`src/shared/cswgp_pkg.sv`:
```
// package: constants and types for chip-select wake and pin configuration
package cswgp_pkg;
    localparam int  PIN_COUNT          = 6;
    localparam int  HV_PIN_COUNT       = 4;
    localparam int  CLK_SYS_KHZ        = 25000;
    localparam int  DEBOUNCE_MAX_US    = 256;
    localparam int  DEBOUNCE_MAX_CYC   = (DEBOUNCE_MAX_US * CLK_SYS_KHZ) / 1000;
    localparam int  DEB_W              = 13;

    // pin output modes
    localparam logic [1:0] OUT_NONE      = 2'h0;
    localparam logic [1:0] OUT_OD_LOW    = 2'h1;
    localparam logic [1:0] OUT_PUSH_PULL = 2'h2;
    localparam logic [1:0] OUT_OD_HIGH   = 2'h3;

    // high-voltage input modes
    localparam logic [1:0] plain_input_mode           = 2'h0;
    localparam logic [1:0] schmitt_input_mode         = 2'h1;
    localparam logic [1:0] low_level_input_mode       = 2'h2;
    localparam logic [1:0] ultra_low_level_input_mode = 2'h3;

    localparam logic       LEVEL_1V2 = 1'b0;
    localparam logic       LEVEL_1V8 = 1'b1;

    // per-pin configuration word
    typedef struct packed {
        logic [1:0] out_mode;
        logic [1:0] in_mode;
        logic       pull_down;
        logic       out_value;
        logic       alt_func;
    } cswgp_pin_cfg_t;

    localparam cswgp_pin_cfg_t CFG_RESET_HV = '{OUT_NONE, plain_input_mode, 1'b1, 1'b0, 1'b0};
    localparam cswgp_pin_cfg_t CFG_RESET_LV = '{OUT_NONE, plain_input_mode, 1'b0, 1'b0, 1'b0};

    // events that clear the integrity flag
    typedef struct packed {
        logic uvlo;
        logic por;
        logic over_temp;
        logic seq_crash;
        logic sw_reset;
    } cswgp_reset_events_t;

    typedef enum logic [2:0] {
        ST_LOW_IQ = 3'b001,
        ST_ACTIVE = 3'b010,
        ST_DEBNC  = 3'b100
    } cswgp_state_t;
endpackage

```
`src/rtl/cswgp_pin_cell.sv`:
```
// single pin cell: output drive and enable from its own configuration
`timescale 1ns/1ns
module cswgp_pin_cell #(
    parameter bit HIGH_VOLTAGE = 1'b1,
    parameter bit OUTPUT_ALLOWED = 1'b1
) (
    input  wire logic                     clk_sys,
    input  wire logic                     rst,
    input  wire cswgp_pkg::cswgp_pin_cfg_t cfg,
    input  wire logic                     pin_in,
    output logic                          pin_out,
    output logic                          pin_oe,
    output logic                          pin_value
);
    logic sync_a;
    logic sync_b;
    logic next_out;
    logic next_oe;

    always_comb begin
        next_out = 1'b0;
        next_oe  = 1'b0;
        if (OUTPUT_ALLOWED) begin
            unique case (cfg.out_mode)
                cswgp_pkg::OUT_NONE: begin
                    next_oe = 1'b0;
                end
                cswgp_pkg::OUT_OD_LOW: begin
                    next_out = 1'b0;
                    next_oe  = ~cfg.out_value;
                end
                cswgp_pkg::OUT_PUSH_PULL: begin
                    next_out = cfg.out_value;
                    next_oe  = HIGH_VOLTAGE;
                end
                cswgp_pkg::OUT_OD_HIGH: begin
                    next_out = 1'b1;
                    next_oe  = HIGH_VOLTAGE & cfg.out_value;
                end
            endcase
        end
    end

    always_ff @(posedge clk_sys) begin
        if (rst) begin
            sync_a  <= 1'b0;
            sync_b  <= 1'b0;
            pin_out <= 1'b0;
            pin_oe  <= 1'b0;
        end else begin
            sync_a  <= pin_in;
            sync_b  <= sync_a;
            pin_out <= next_out;
            pin_oe  <= next_oe;
        end
    end

    assign pin_value = sync_b;
endmodule

```
`src/rtl/cswgp_top.sv`:
```
// top: chip-select wake, shutdown debounce, integrity flag and pin configuration
`timescale 1ns/1ns
module cswgp_top #(
    parameter int PINS = cswgp_pkg::PIN_COUNT
) (
    input  wire logic                          clk_sys,
    input  wire logic                          rst,
    input  wire logic                          chip_select,
    input  wire logic [cswgp_pkg::DEB_W-1:0]   select_release_debounce_time,
    input  wire cswgp_pkg::cswgp_reset_events_t reset_events,
    input  wire logic                          flag_set,
    input  wire logic                          cfg_write,
    input  wire logic [2:0]                    cfg_index,
    input  wire cswgp_pkg::cswgp_pin_cfg_t     cfg_data,
    input  wire logic                          lv_level_write,
    input  wire logic                          lv_level_data,
    input  wire logic                          i2c_data_pull_low,
    input  wire logic [PINS-1:0]               pin_in,
    output logic      [PINS-1:0]               pin_out,
    output logic      [PINS-1:0]               pin_oe,
    output logic      [PINS-1:0]               pin_pull_down,
    output logic      [1:0]                    hv_input_mode [cswgp_pkg::HV_PIN_COUNT],
    output logic                               lv_input_level,
    output logic      [PINS-1:0]               pin_value,
    output logic                               awake,
    output logic                               logic_shutdown,
    output logic                               config_integrity_flag,
    output logic      [3:0]                    target_addr_bits,
    output logic                               i2c_data_in,
    output logic                               i2c_clock_in
);
    cswgp_pkg::cswgp_state_t   state;
    cswgp_pkg::cswgp_state_t   next_state;
    logic [cswgp_pkg::DEB_W-1:0] deb_cnt;
    logic [cswgp_pkg::DEB_W-1:0] next_deb_cnt;
    logic                      cs_a;
    logic                      cs_b;
    logic                      wipe;
    logic                      next_flag;
    logic                      next_lv_level;
    cswgp_pkg::cswgp_pin_cfg_t cfg [PINS];
    cswgp_pkg::cswgp_pin_cfg_t next_cfg [PINS];
    logic [PINS-1:0]           cell_out;
    logic [PINS-1:0]           cell_oe;

    function automatic cswgp_pkg::cswgp_pin_cfg_t reset_cfg(input int idx);
        return (idx < cswgp_pkg::HV_PIN_COUNT) ? cswgp_pkg::CFG_RESET_HV
                                               : cswgp_pkg::CFG_RESET_LV;
    endfunction

    // chip-select is a pin: two flops before use
    always_ff @(posedge clk_sys) begin
        if (rst) begin
            cs_a <= 1'b0;
            cs_b <= 1'b0;
        end else begin
            cs_a <= chip_select;
            cs_b <= cs_a;
        end
    end

    always_comb begin
        next_state   = state;
        next_deb_cnt = deb_cnt;
        unique case (state)
            cswgp_pkg::ST_LOW_IQ: begin
                if (cs_b) begin
                    next_state = cswgp_pkg::ST_ACTIVE;
                end
            end
            cswgp_pkg::ST_ACTIVE: begin
                if (!cs_b) begin
                    if (select_release_debounce_time == '0) begin
                        next_state = cswgp_pkg::ST_LOW_IQ;
                    end else begin
                        next_state   = cswgp_pkg::ST_DEBNC;
                        next_deb_cnt = select_release_debounce_time;
                    end
                end
            end
            cswgp_pkg::ST_DEBNC: begin
                if (cs_b) begin
                    next_state = cswgp_pkg::ST_ACTIVE;
                end else if (deb_cnt == 13'h0001) begin
                    next_state = cswgp_pkg::ST_LOW_IQ;
                end else begin
                    next_deb_cnt = deb_cnt - 13'h0001;
                end
            end
            default: begin
                next_state = cswgp_pkg::ST_LOW_IQ;
            end
        endcase
        if (next_state == cswgp_pkg::ST_LOW_IQ) begin
            next_deb_cnt = '0;
        end
    end

    always_ff @(posedge clk_sys) begin
        if (rst) begin
            state   <= cswgp_pkg::ST_LOW_IQ;
            deb_cnt <= '0;
        end else begin
            state   <= next_state;
            deb_cnt <= next_deb_cnt;
        end
    end

    // low-IQ state wipes the flag, the low-voltage level and every pin configuration each cycle
    assign wipe = (state == cswgp_pkg::ST_LOW_IQ);

    always_comb begin
        next_flag     = config_integrity_flag;
        next_lv_level = lv_input_level;
        for (int i = 0; i < PINS; i++) begin
            next_cfg[i] = cfg[i];
            if (cfg_write && (int'(cfg_index) == i)) begin
                next_cfg[i] = cfg_data;
            end
        end
        if (lv_level_write) begin
            next_lv_level = lv_level_data;
        end
        if (flag_set) begin
            next_flag = 1'b1;
        end
        // reset-type events beat a simultaneous software set
        if (|reset_events || next_state != cswgp_pkg::ST_ACTIVE) begin
            next_flag = 1'b0;
        end
        if (wipe) begin
            next_flag     = 1'b0;
            next_lv_level = cswgp_pkg::LEVEL_1V2;
            for (int i = 0; i < PINS; i++) begin
                next_cfg[i] = reset_cfg(i);
            end
        end
    end

    always_ff @(posedge clk_sys) begin
        if (rst) begin
            config_integrity_flag <= 1'b0;
            lv_input_level        <= cswgp_pkg::LEVEL_1V2;
            for (int i = 0; i < PINS; i++) begin
                cfg[i] <= reset_cfg(i);
            end
        end else begin
            config_integrity_flag <= next_flag;
            lv_input_level        <= next_lv_level;
            for (int i = 0; i < PINS; i++) begin
                cfg[i] <= next_cfg[i];
            end
        end
    end

    genvar g;
    generate
        for (g = 0; g < PINS; g++) begin : g_pin
            cswgp_pin_cell #(
                .HIGH_VOLTAGE   (g < cswgp_pkg::HV_PIN_COUNT),
                .OUTPUT_ALLOWED (g < PINS - 1)
            ) u_cell (
                .clk_sys   (clk_sys),
                .rst       (rst),
                .cfg       (cfg[g]),
                .pin_in    (pin_in[g]),
                .pin_out   (cell_out[g]),
                .pin_oe    (cell_oe[g]),
                .pin_value (pin_value[g])
            );
            assign pin_pull_down[g] = cfg[g].pull_down & (g < cswgp_pkg::HV_PIN_COUNT);
            if (g < cswgp_pkg::HV_PIN_COUNT) begin : g_hv
                assign hv_input_mode[g] = cfg[g].in_mode;
            end
        end
    endgenerate

    // pin five alternate: data line, only ever pulls low
    always_comb begin
        pin_out = cell_out;
        pin_oe  = cell_oe;
        if (cfg[4].alt_func) begin
            pin_out[4] = 1'b0;
            pin_oe[4]  = i2c_data_pull_low & ~wipe;
        end
        pin_oe[5]  = 1'b0;
        pin_out[5] = 1'b0;
    end

    always_comb begin
        for (int i = 0; i < cswgp_pkg::HV_PIN_COUNT; i++) begin
            target_addr_bits[i] = cfg[i].alt_func & pin_value[i];
        end
    end

    assign i2c_data_in    = pin_value[4];
    assign i2c_clock_in   = pin_value[5];
    assign awake          = ~wipe;
    assign logic_shutdown = wipe;
endmodule

```
`config.mk`:
```
export PLATFORM = sky130hd
export DESIGN_NAME = cswgp_top
export DESIGN_NICKNAME = d
export VERILOG_FILES = /design/src/shared/cswgp_pkg.sv /design/src/rtl/cswgp_pin_cell.sv /design/src/rtl/cswgp_top.sv
export SDC_FILE = /design/constraint.sdc
export NUM_CORES = 1
export LEC_CHECK = 0
export BUFFER_PORTS_ARGS = -buffer_cell sky130_fd_sc_hd__buf_2
export CORE_UTILIZATION = 43
export DETAILED_ROUTE_END_ITERATION = 6
export PLACE_DENSITY_LB_ADDON = 0.3
export SLEW_MARGIN = 40
export SYNTH_ARGS = -nofsm -noshare
export SYNTH_HDL_FRONTEND = slang
export SYNTH_SLANG_ARGS = --single-unit
```
`constraint.sdc`:
```
create_clock -name clk_sys -period 5.6 [get_ports clk_sys]
set_clock_uncertainty 0.05 [all_clocks]
set_input_delay 1.12 -clock clk_sys [delete_from_list [all_inputs] [get_ports clk_sys]]
set_output_delay 1.12 -clock clk_sys [all_outputs]
set_load 0.05 [all_outputs]
```
=== Yosys cells after proc, flatten, opt, wreduce, memory -nomap -nowiden ===
Memory sizes are Yosys's and may differ from the RTL's.
Cells that the tools add are included.

* Eq/ne operators: 31
* Mux-type cells: 39
* Bitwise logic cells: 17
* Add/sub/neg operators: 1
* Reductions and logical operators: 22

{| class="wikitable"
|+ Operator list
! cell !! count
|-
| $mux 7 || 12
|-
| $mux 13 || 4
|-
| $mux 42 || 1
|-
| $pmux 13 s2 || 1
|-
| $eq 2x2->1 const B || 10
|-
| $pmux 1 s4 || 4
|-
| $eq 3x3->1 const B || 5
|-
| $mux 3 || 5
|-
| $eq 13x1->1 const B || 1
|-
| $logic_not 13->1 || 1
|-
| $sub 13x1->13 const B || 1
|-
| $pmux 1 s2 || 6
|-
| $eq 2x1->1 const B || 5
|-
| $logic_not 2->1 || 5
|-
| $ne 2x2->1 const B || 5
|-
| $pmux 3 s3 || 1
|-
| $eq 3x1->1 const B || 2
|-
| $eq 3x2->1 const B || 2
|-
| $logic_and 1x1->1 || 6
|-
| $not 1->1 || 6
|-
| $or 1x1->1 || 6
|-
| $reduce_or 3->1 || 2
|-
| $and 1x1->1 || 5
|-
| $mux 1 || 5
|-
| other kinds (8) || 9
|}

* Flip-flop bits (word level): 42
* RAM bits: 42
* Memories kept: 1
* Output and inout port bits: 42
* Word-level logic and storage cells: 139

{| class="wikitable"
|+ Memories
! name !! words !! bits a word !! read ports !! clocked after memory_dff !! wr ports !! RTL line !! source
|-
| cfg || 6 || 7 || 5 || 0 || 6 || cswgp_top.sv:41 || <nowiki>cswgp_pkg::cswgp_pin_cfg_t cfg [PINS];</nowiki>
|}

=== Longest topological paths before layout ===
* Word-level depth: 7
* Gate-level depth with buffers: 8
* Depth with buffers taken out: 7

=== By module ===
A second synthesis with hierarchy kept.

* Cell total of the unflattened synthesis: 422
* Area, all modules: 3701.0 um^2

{| class="wikitable"
|+ Modules (own cells, without submodules)
! module !! sequential area each (um^2) !! times used !! cells each !! area an instance (um^2)
|-
| cswgp_top || 1241.2 || 1 || 358 || 2985.4
|-
| cswgp_pin_cell (g_pin[0].u_cell ...) || 80.1 || 4 || 12 || 130.1
|-
| cswgp_pin_cell (g_pin[4].u_cell) || 80.1 || 1 || 9 || 123.9
|-
| cswgp_pin_cell (g_pin[5].u_cell) || 40.0 || 1 || 7 || 71.3
|}

=== Worst setup path before layout ===
No wires, ideal clock.

* Path kind: reg2out
* Start: register state[0]
* End: output port pin_oe[4]
* Stages on the path, launching flop included: 3
* Data required time: 4.430 ns
* Setup slack: 1.883 ns
* Buffers on the path: 0
* Data arrival time: 2.547 ns
* Cells stage by stage: dfxtp_1 -> nor3b_1 -> o22ai_1

* Cells in the longest elaborated chain, start to end: 4

{| class="wikitable"
|+ RTL lines
! element !! RTL line !! source
|-
| start: declaration || cswgp_top.sv:32 || <nowiki>cswgp_pkg::cswgp_state_t state;</nowiki>
|-
| start signal: assignment || cswgp_top.sv:101 || <nowiki>state <= cswgp_pkg::ST_LOW_IQ;</nowiki>
|-
| start signal: assignment || cswgp_top.sv:104 || <nowiki>state <= next_state;</nowiki>
|-
| $eq 3x1->1 || cswgp_top.sv:110 || <nowiki>assign wipe = (state == cswgp_pkg::ST_LOW_IQ);</nowiki>
|-
| via logic_shutdown || cswgp_top.sv:26 || <nowiki>output logic logic_shutdown,</nowiki>
|-
| $not 1->1 || cswgp_top.sv:184 || <nowiki>pin_oe[4] = i2c_data_pull_low & ~wipe;</nowiki>
|-
| $and 1x1->1 || cswgp_top.sv:184 ||
|-
| $mux 1 || cswgp_top.sv:182 || <nowiki>if (cfg[4].alt_func) begin</nowiki>
|-
| end: declaration || cswgp_top.sv:20 || <nowiki>output logic [PINS-1:0] pin_oe,</nowiki>
|}

The timed path passes the listed nets, and every way through them passes these cells.

=== Final worst setup path ===
* Start: register state[0]
* End: output port pin_oe[4]

* Cells in the longest elaborated chain, start to end: 4

{| class="wikitable"
|+ RTL lines
! element !! RTL line
|-
| $eq 3x1->1 || cswgp_top.sv:110
|-
| $not 1->1 || cswgp_top.sv:184
|-
| $and 1x1->1 || cswgp_top.sv:184
|-
| $mux 1 || cswgp_top.sv:182
|}

No other way between the ends.

==> impl_metrics.py <==
metrics = {
    "clock_tree": {
        "cts_tree": "built",
        "cts_buffers": 9,
        "ctsHtreeMaxLevel": 3,
        "cts_resized": 0,
        "post_cts_buffers": 0,
        "cts.sinks": 74,
        "cts_hold_buf": 0,
        "cts_buffer_depth": 2,
        "clkSlewWorstSetupHoldPaths_ns": 0.07,
        "cts_root_buf": "clkbuf_8",
        "insertion_delay_ns": 0.34,
    },
    "setup_path": {
        "crit_buf_inv": 1,
        "critPathMaxFanout": 5,
        "worst_path_largest_cell_delay_ns": 0.57,
        "crit_chain": "nor3b_1 > o22ai_1 > buf_2",
        "cp.arrival_ns": 1.72,
        "cp-start-kind": "register",
        "critPathKind": "reg2out",
        "crit_family": "simple AND/OR/NAND/NOR gates",
        "crit_path_end_kind": "output pin",
        "required_ns": 4.43,
        "slowest_stage": "nor3b_1",
    },
    "detailed_routing": {
        "viasPerCell": 4.886,
        "wl_per_cell_um": 12.39,
        "via_count": 2624,
        "wirelength_mm": 6.654,
        "ant_nets": 0,
        "dr.pass1.iters": 4,
        "drc": 0,
        "drt_iter0_markers": 121,
    },
    "timing": {
        "hold_viol": 0,
        "fin_crit_ns": 2.886,
        "setup_tns_ns": 0,
        "relSlewSlack": 0.5398,
        "grt_setup_unrepaired": "no",
        "slew_violations": 0,
        "setup_viol": 0,
        "fin_crit_sh": 0.5154,
        "fmax_ghz": 0.3465,
        "fin_ws_ns": 2.714,
        "worst_pin_slew_ns": 0.6896,
        "fin_hold_ws_ns": 0.3887,
    },
    "synthesis": {
        "synth_ff_type": "dfxtp_1",
        "ys_ff_latch": 74,
        "synth_edf_count": 0,
        "yosysSeqAreaShare": 0.4523,
        "synth.distinct_cells": 43,
        "synth_top_family_by_area": "simple AND/OR/NAND/NOR gates",
        "avgSynthCellArea_sq_um": 8.442,
        "synth.top_cell.area_share": 0.4523,
        "syn-cell-area_sq_mm": 0.003276,
        "netlist_top_cells_area": "dfxtp_1 45%, buf_4 7.1%, nand2_1 6.3%",
        "netlist_instances": 388,
        "yosys.area.top_type": "dfxtp_1",
        "synthXorXnorAreaFrac": 0.01337,
        "synth-simple-area-share": 0.2685,
        "synth_compound_area_frac": 0.1188,
        "yosys_warnings": 0,
        "synth_fa_ha_area_frac": 0.007639,
        "synthArstFlopShare": 0,
        "synthMuxAreaShare": 0.03667,
    },
    "pwr": {
        "power_mw": 1.052,
        "p_comb_frac": 0.064,
        "power_switching_mw": 0.2454,
        "pwr-share-seq": 0.508,
        "p_leak_nw": 1.498,
        "clockPowerShare": 0.428,
        "ir_drop_v": 0.0002192,
        "switching_share": 0.2333,
        "intPower_mw": 0.8065,
        "p_per_area_mw_per_mm2": 283.2,
    },
    "floorplan": {
        "core_area_sq_mm": 0.007292,
        "die_area_sq_mm": 0.007971,
        "pin_count": 84,
        "initial_utilization": 0.4492,
        "num_rows": 31,
        "die_h_um": 89.28,
        "die_w_um": 89.28,
    },
    "finish": {
        "instances_no_fill": 537,
        "syn2layout_area_growth_pct": 13.41,
        "fillCellCount": 724,
        "finalInstanceArea_sq_mm": 0.003715,
        "insertedDiodeCount": 0,
        "drive_gt1_frac": 0.2489,
        "layout_commonest_cell": "buf_2",
        "fin_nets": 477,
        "layout_common_cells": "79 x buf_2, 74 x dfxtp_1, 55 x nand2_1",
        "post-route-util": 0.5094,
    },
    "grt": {
        "grt_overflow": 0,
        "grt_pass1_vias": 2269,
        "grt_first_pass_wirelength_mm": 10.63,
        "antenna_found_initial": 0,
        "grt_max_degree": 33,
        "track_usage": 0.1766,
    },
    "flow_run": {
        "maxCapViolations": 0,
    },
    "hold_path": {
        "hp-class": "reg2reg",
    },
    "place": {
        "globalplace.congestion": 0.7557,
        "detailed_place_hpwl_mm": 4.642,
        "dp_slack_ns": 2.796,
        "io_buffers": 79,
        "placed_cell_area_sq_mm": 0.003497,
        "place_inst": 521,
    },
    "outcome": {
        "status": "finished clean",
    },
}
final timing paths:
| kind | start | end | slack [ns] | cells after the start |
|---|---|---|---|---|
| max reg2reg | state[2] | deb_cnt[0] | 3.30 | 4 |
| min | g_pin[3].u_cell.sync_a | g_pin[3].u_cell.pin_value | 0.39 | 1 |
| min reg2reg | g_pin[3].u_cell.sync_a | g_pin[3].u_cell.pin_value | 0.39 | 1 |
| max | state[0] | pin_oe[4] | 2.71 | 3 |
state kept, by name, summed over array words and instances (netlist names):
name / flops
cfg: 32
deb_cnt: 13
g_pin.u_cell.pin_value: 6
g_pin.u_cell.sync_a: 6
g_pin.u_cell.pin_oe: 5
g_pin.u_cell.pin_out: 5
state: 3
config_integrity_flag: 1
cs_a: 1
cs_b: 1
lv_input_level: 1
cell families (layout without fill, tap and decap cells):
| kind of cell | after synthesis | count (layout) |
|---|---|---|
| AND/OR/NAND/NOR | 174 | 174 |
| other | 1 | 4 |
| flip-flops | 74 | 74 |
| adder cells (fa/ha/maj) | 2 | 2 |
| AO/OA/AOI/OAI | 67 | 67 |
| XOR/XNOR | 5 | 5 |
| buffers and inverters | 53 | 100 |
| multiplexers | 12 | 12 |
power groups by stage:
stage	clock network [mW]	logic (mW)	registers (mW)
2_1_floorplan	0	0.0439	0.548
3_3_place_gp	0	0.0668	0.546
3_5_place_dp	0	0.0677	0.546
4_1_cts	0.461	0.0677	0.534
5_1_grt	0.487	0.0735	0.535
6_report	0.451	0.0673	0.534
area by class of cell:
type                            instances  area, sq um  share of cell area
Sequential cell                        74         1481              0.3988
Timing Repair Buffer                   79        395.4              0.1064
Inverter                                5        18.77            0.005052
Clock buffer                           10        127.6             0.03435
Tap cell                               99        123.9             0.03334
Clock inverter                          6        90.09             0.02425
Multi-Input combinational cell        264         1478              0.3978
metal layers:
| metal | vias up | wire, um | GRT usage |
|---|---|---|---|
| li1 | 1359 | - | - |
| met1 | 1177 | 3274 | 0.2494 |
| met2 | 79 | 2902 | 0.2588 |
| met3 | 9 | 375 | 0.03509 |
| met4 | 0 | 101 | 0.08225 |
| met5 | - | 0 | 0 |
worst register-to-register path: stages (launching register included):
cell,delay (ns)
dfxtp_1,0.38
or3b_2,0.74
o32a_4,0.57
or3_1,0.38
a21oi_1,0.12
cells in the mapped netlist (2+ instances only):
| cell | n |
|---|---|
| a21o_1 | 5 |
| a21oi_1 | 41 |
| and2_1 | 6 |
| and3_1 | 2 |
| buf_1 | 3 |
| buf_2 | 2 |
| buf_4 | 31 |
| buf_6 | 2 |
| clkbuf_1 | 10 |
| dfxtp_1 | 74 |
| ha_1 | 2 |
| inv_1 | 5 |
| mux2i_1 | 12 |
| nand2_1 | 55 |
| nand2b_1 | 2 |
| nand3_1 | 8 |
| nor2_1 | 41 |
| nor2b_1 | 20 |
| nor3_1 | 6 |
| nor3b_1 | 8 |
| nor4_1 | 5 |
| o21ai_0 | 2 |
| o21ai_1 | 12 |
| o22ai_1 | 2 |
| or2_2 | 7 |
| or3_1 | 3 |
| or3b_1 | 2 |
| xnor2_1 | 5 |
Power figures use the tool's default switching activity.
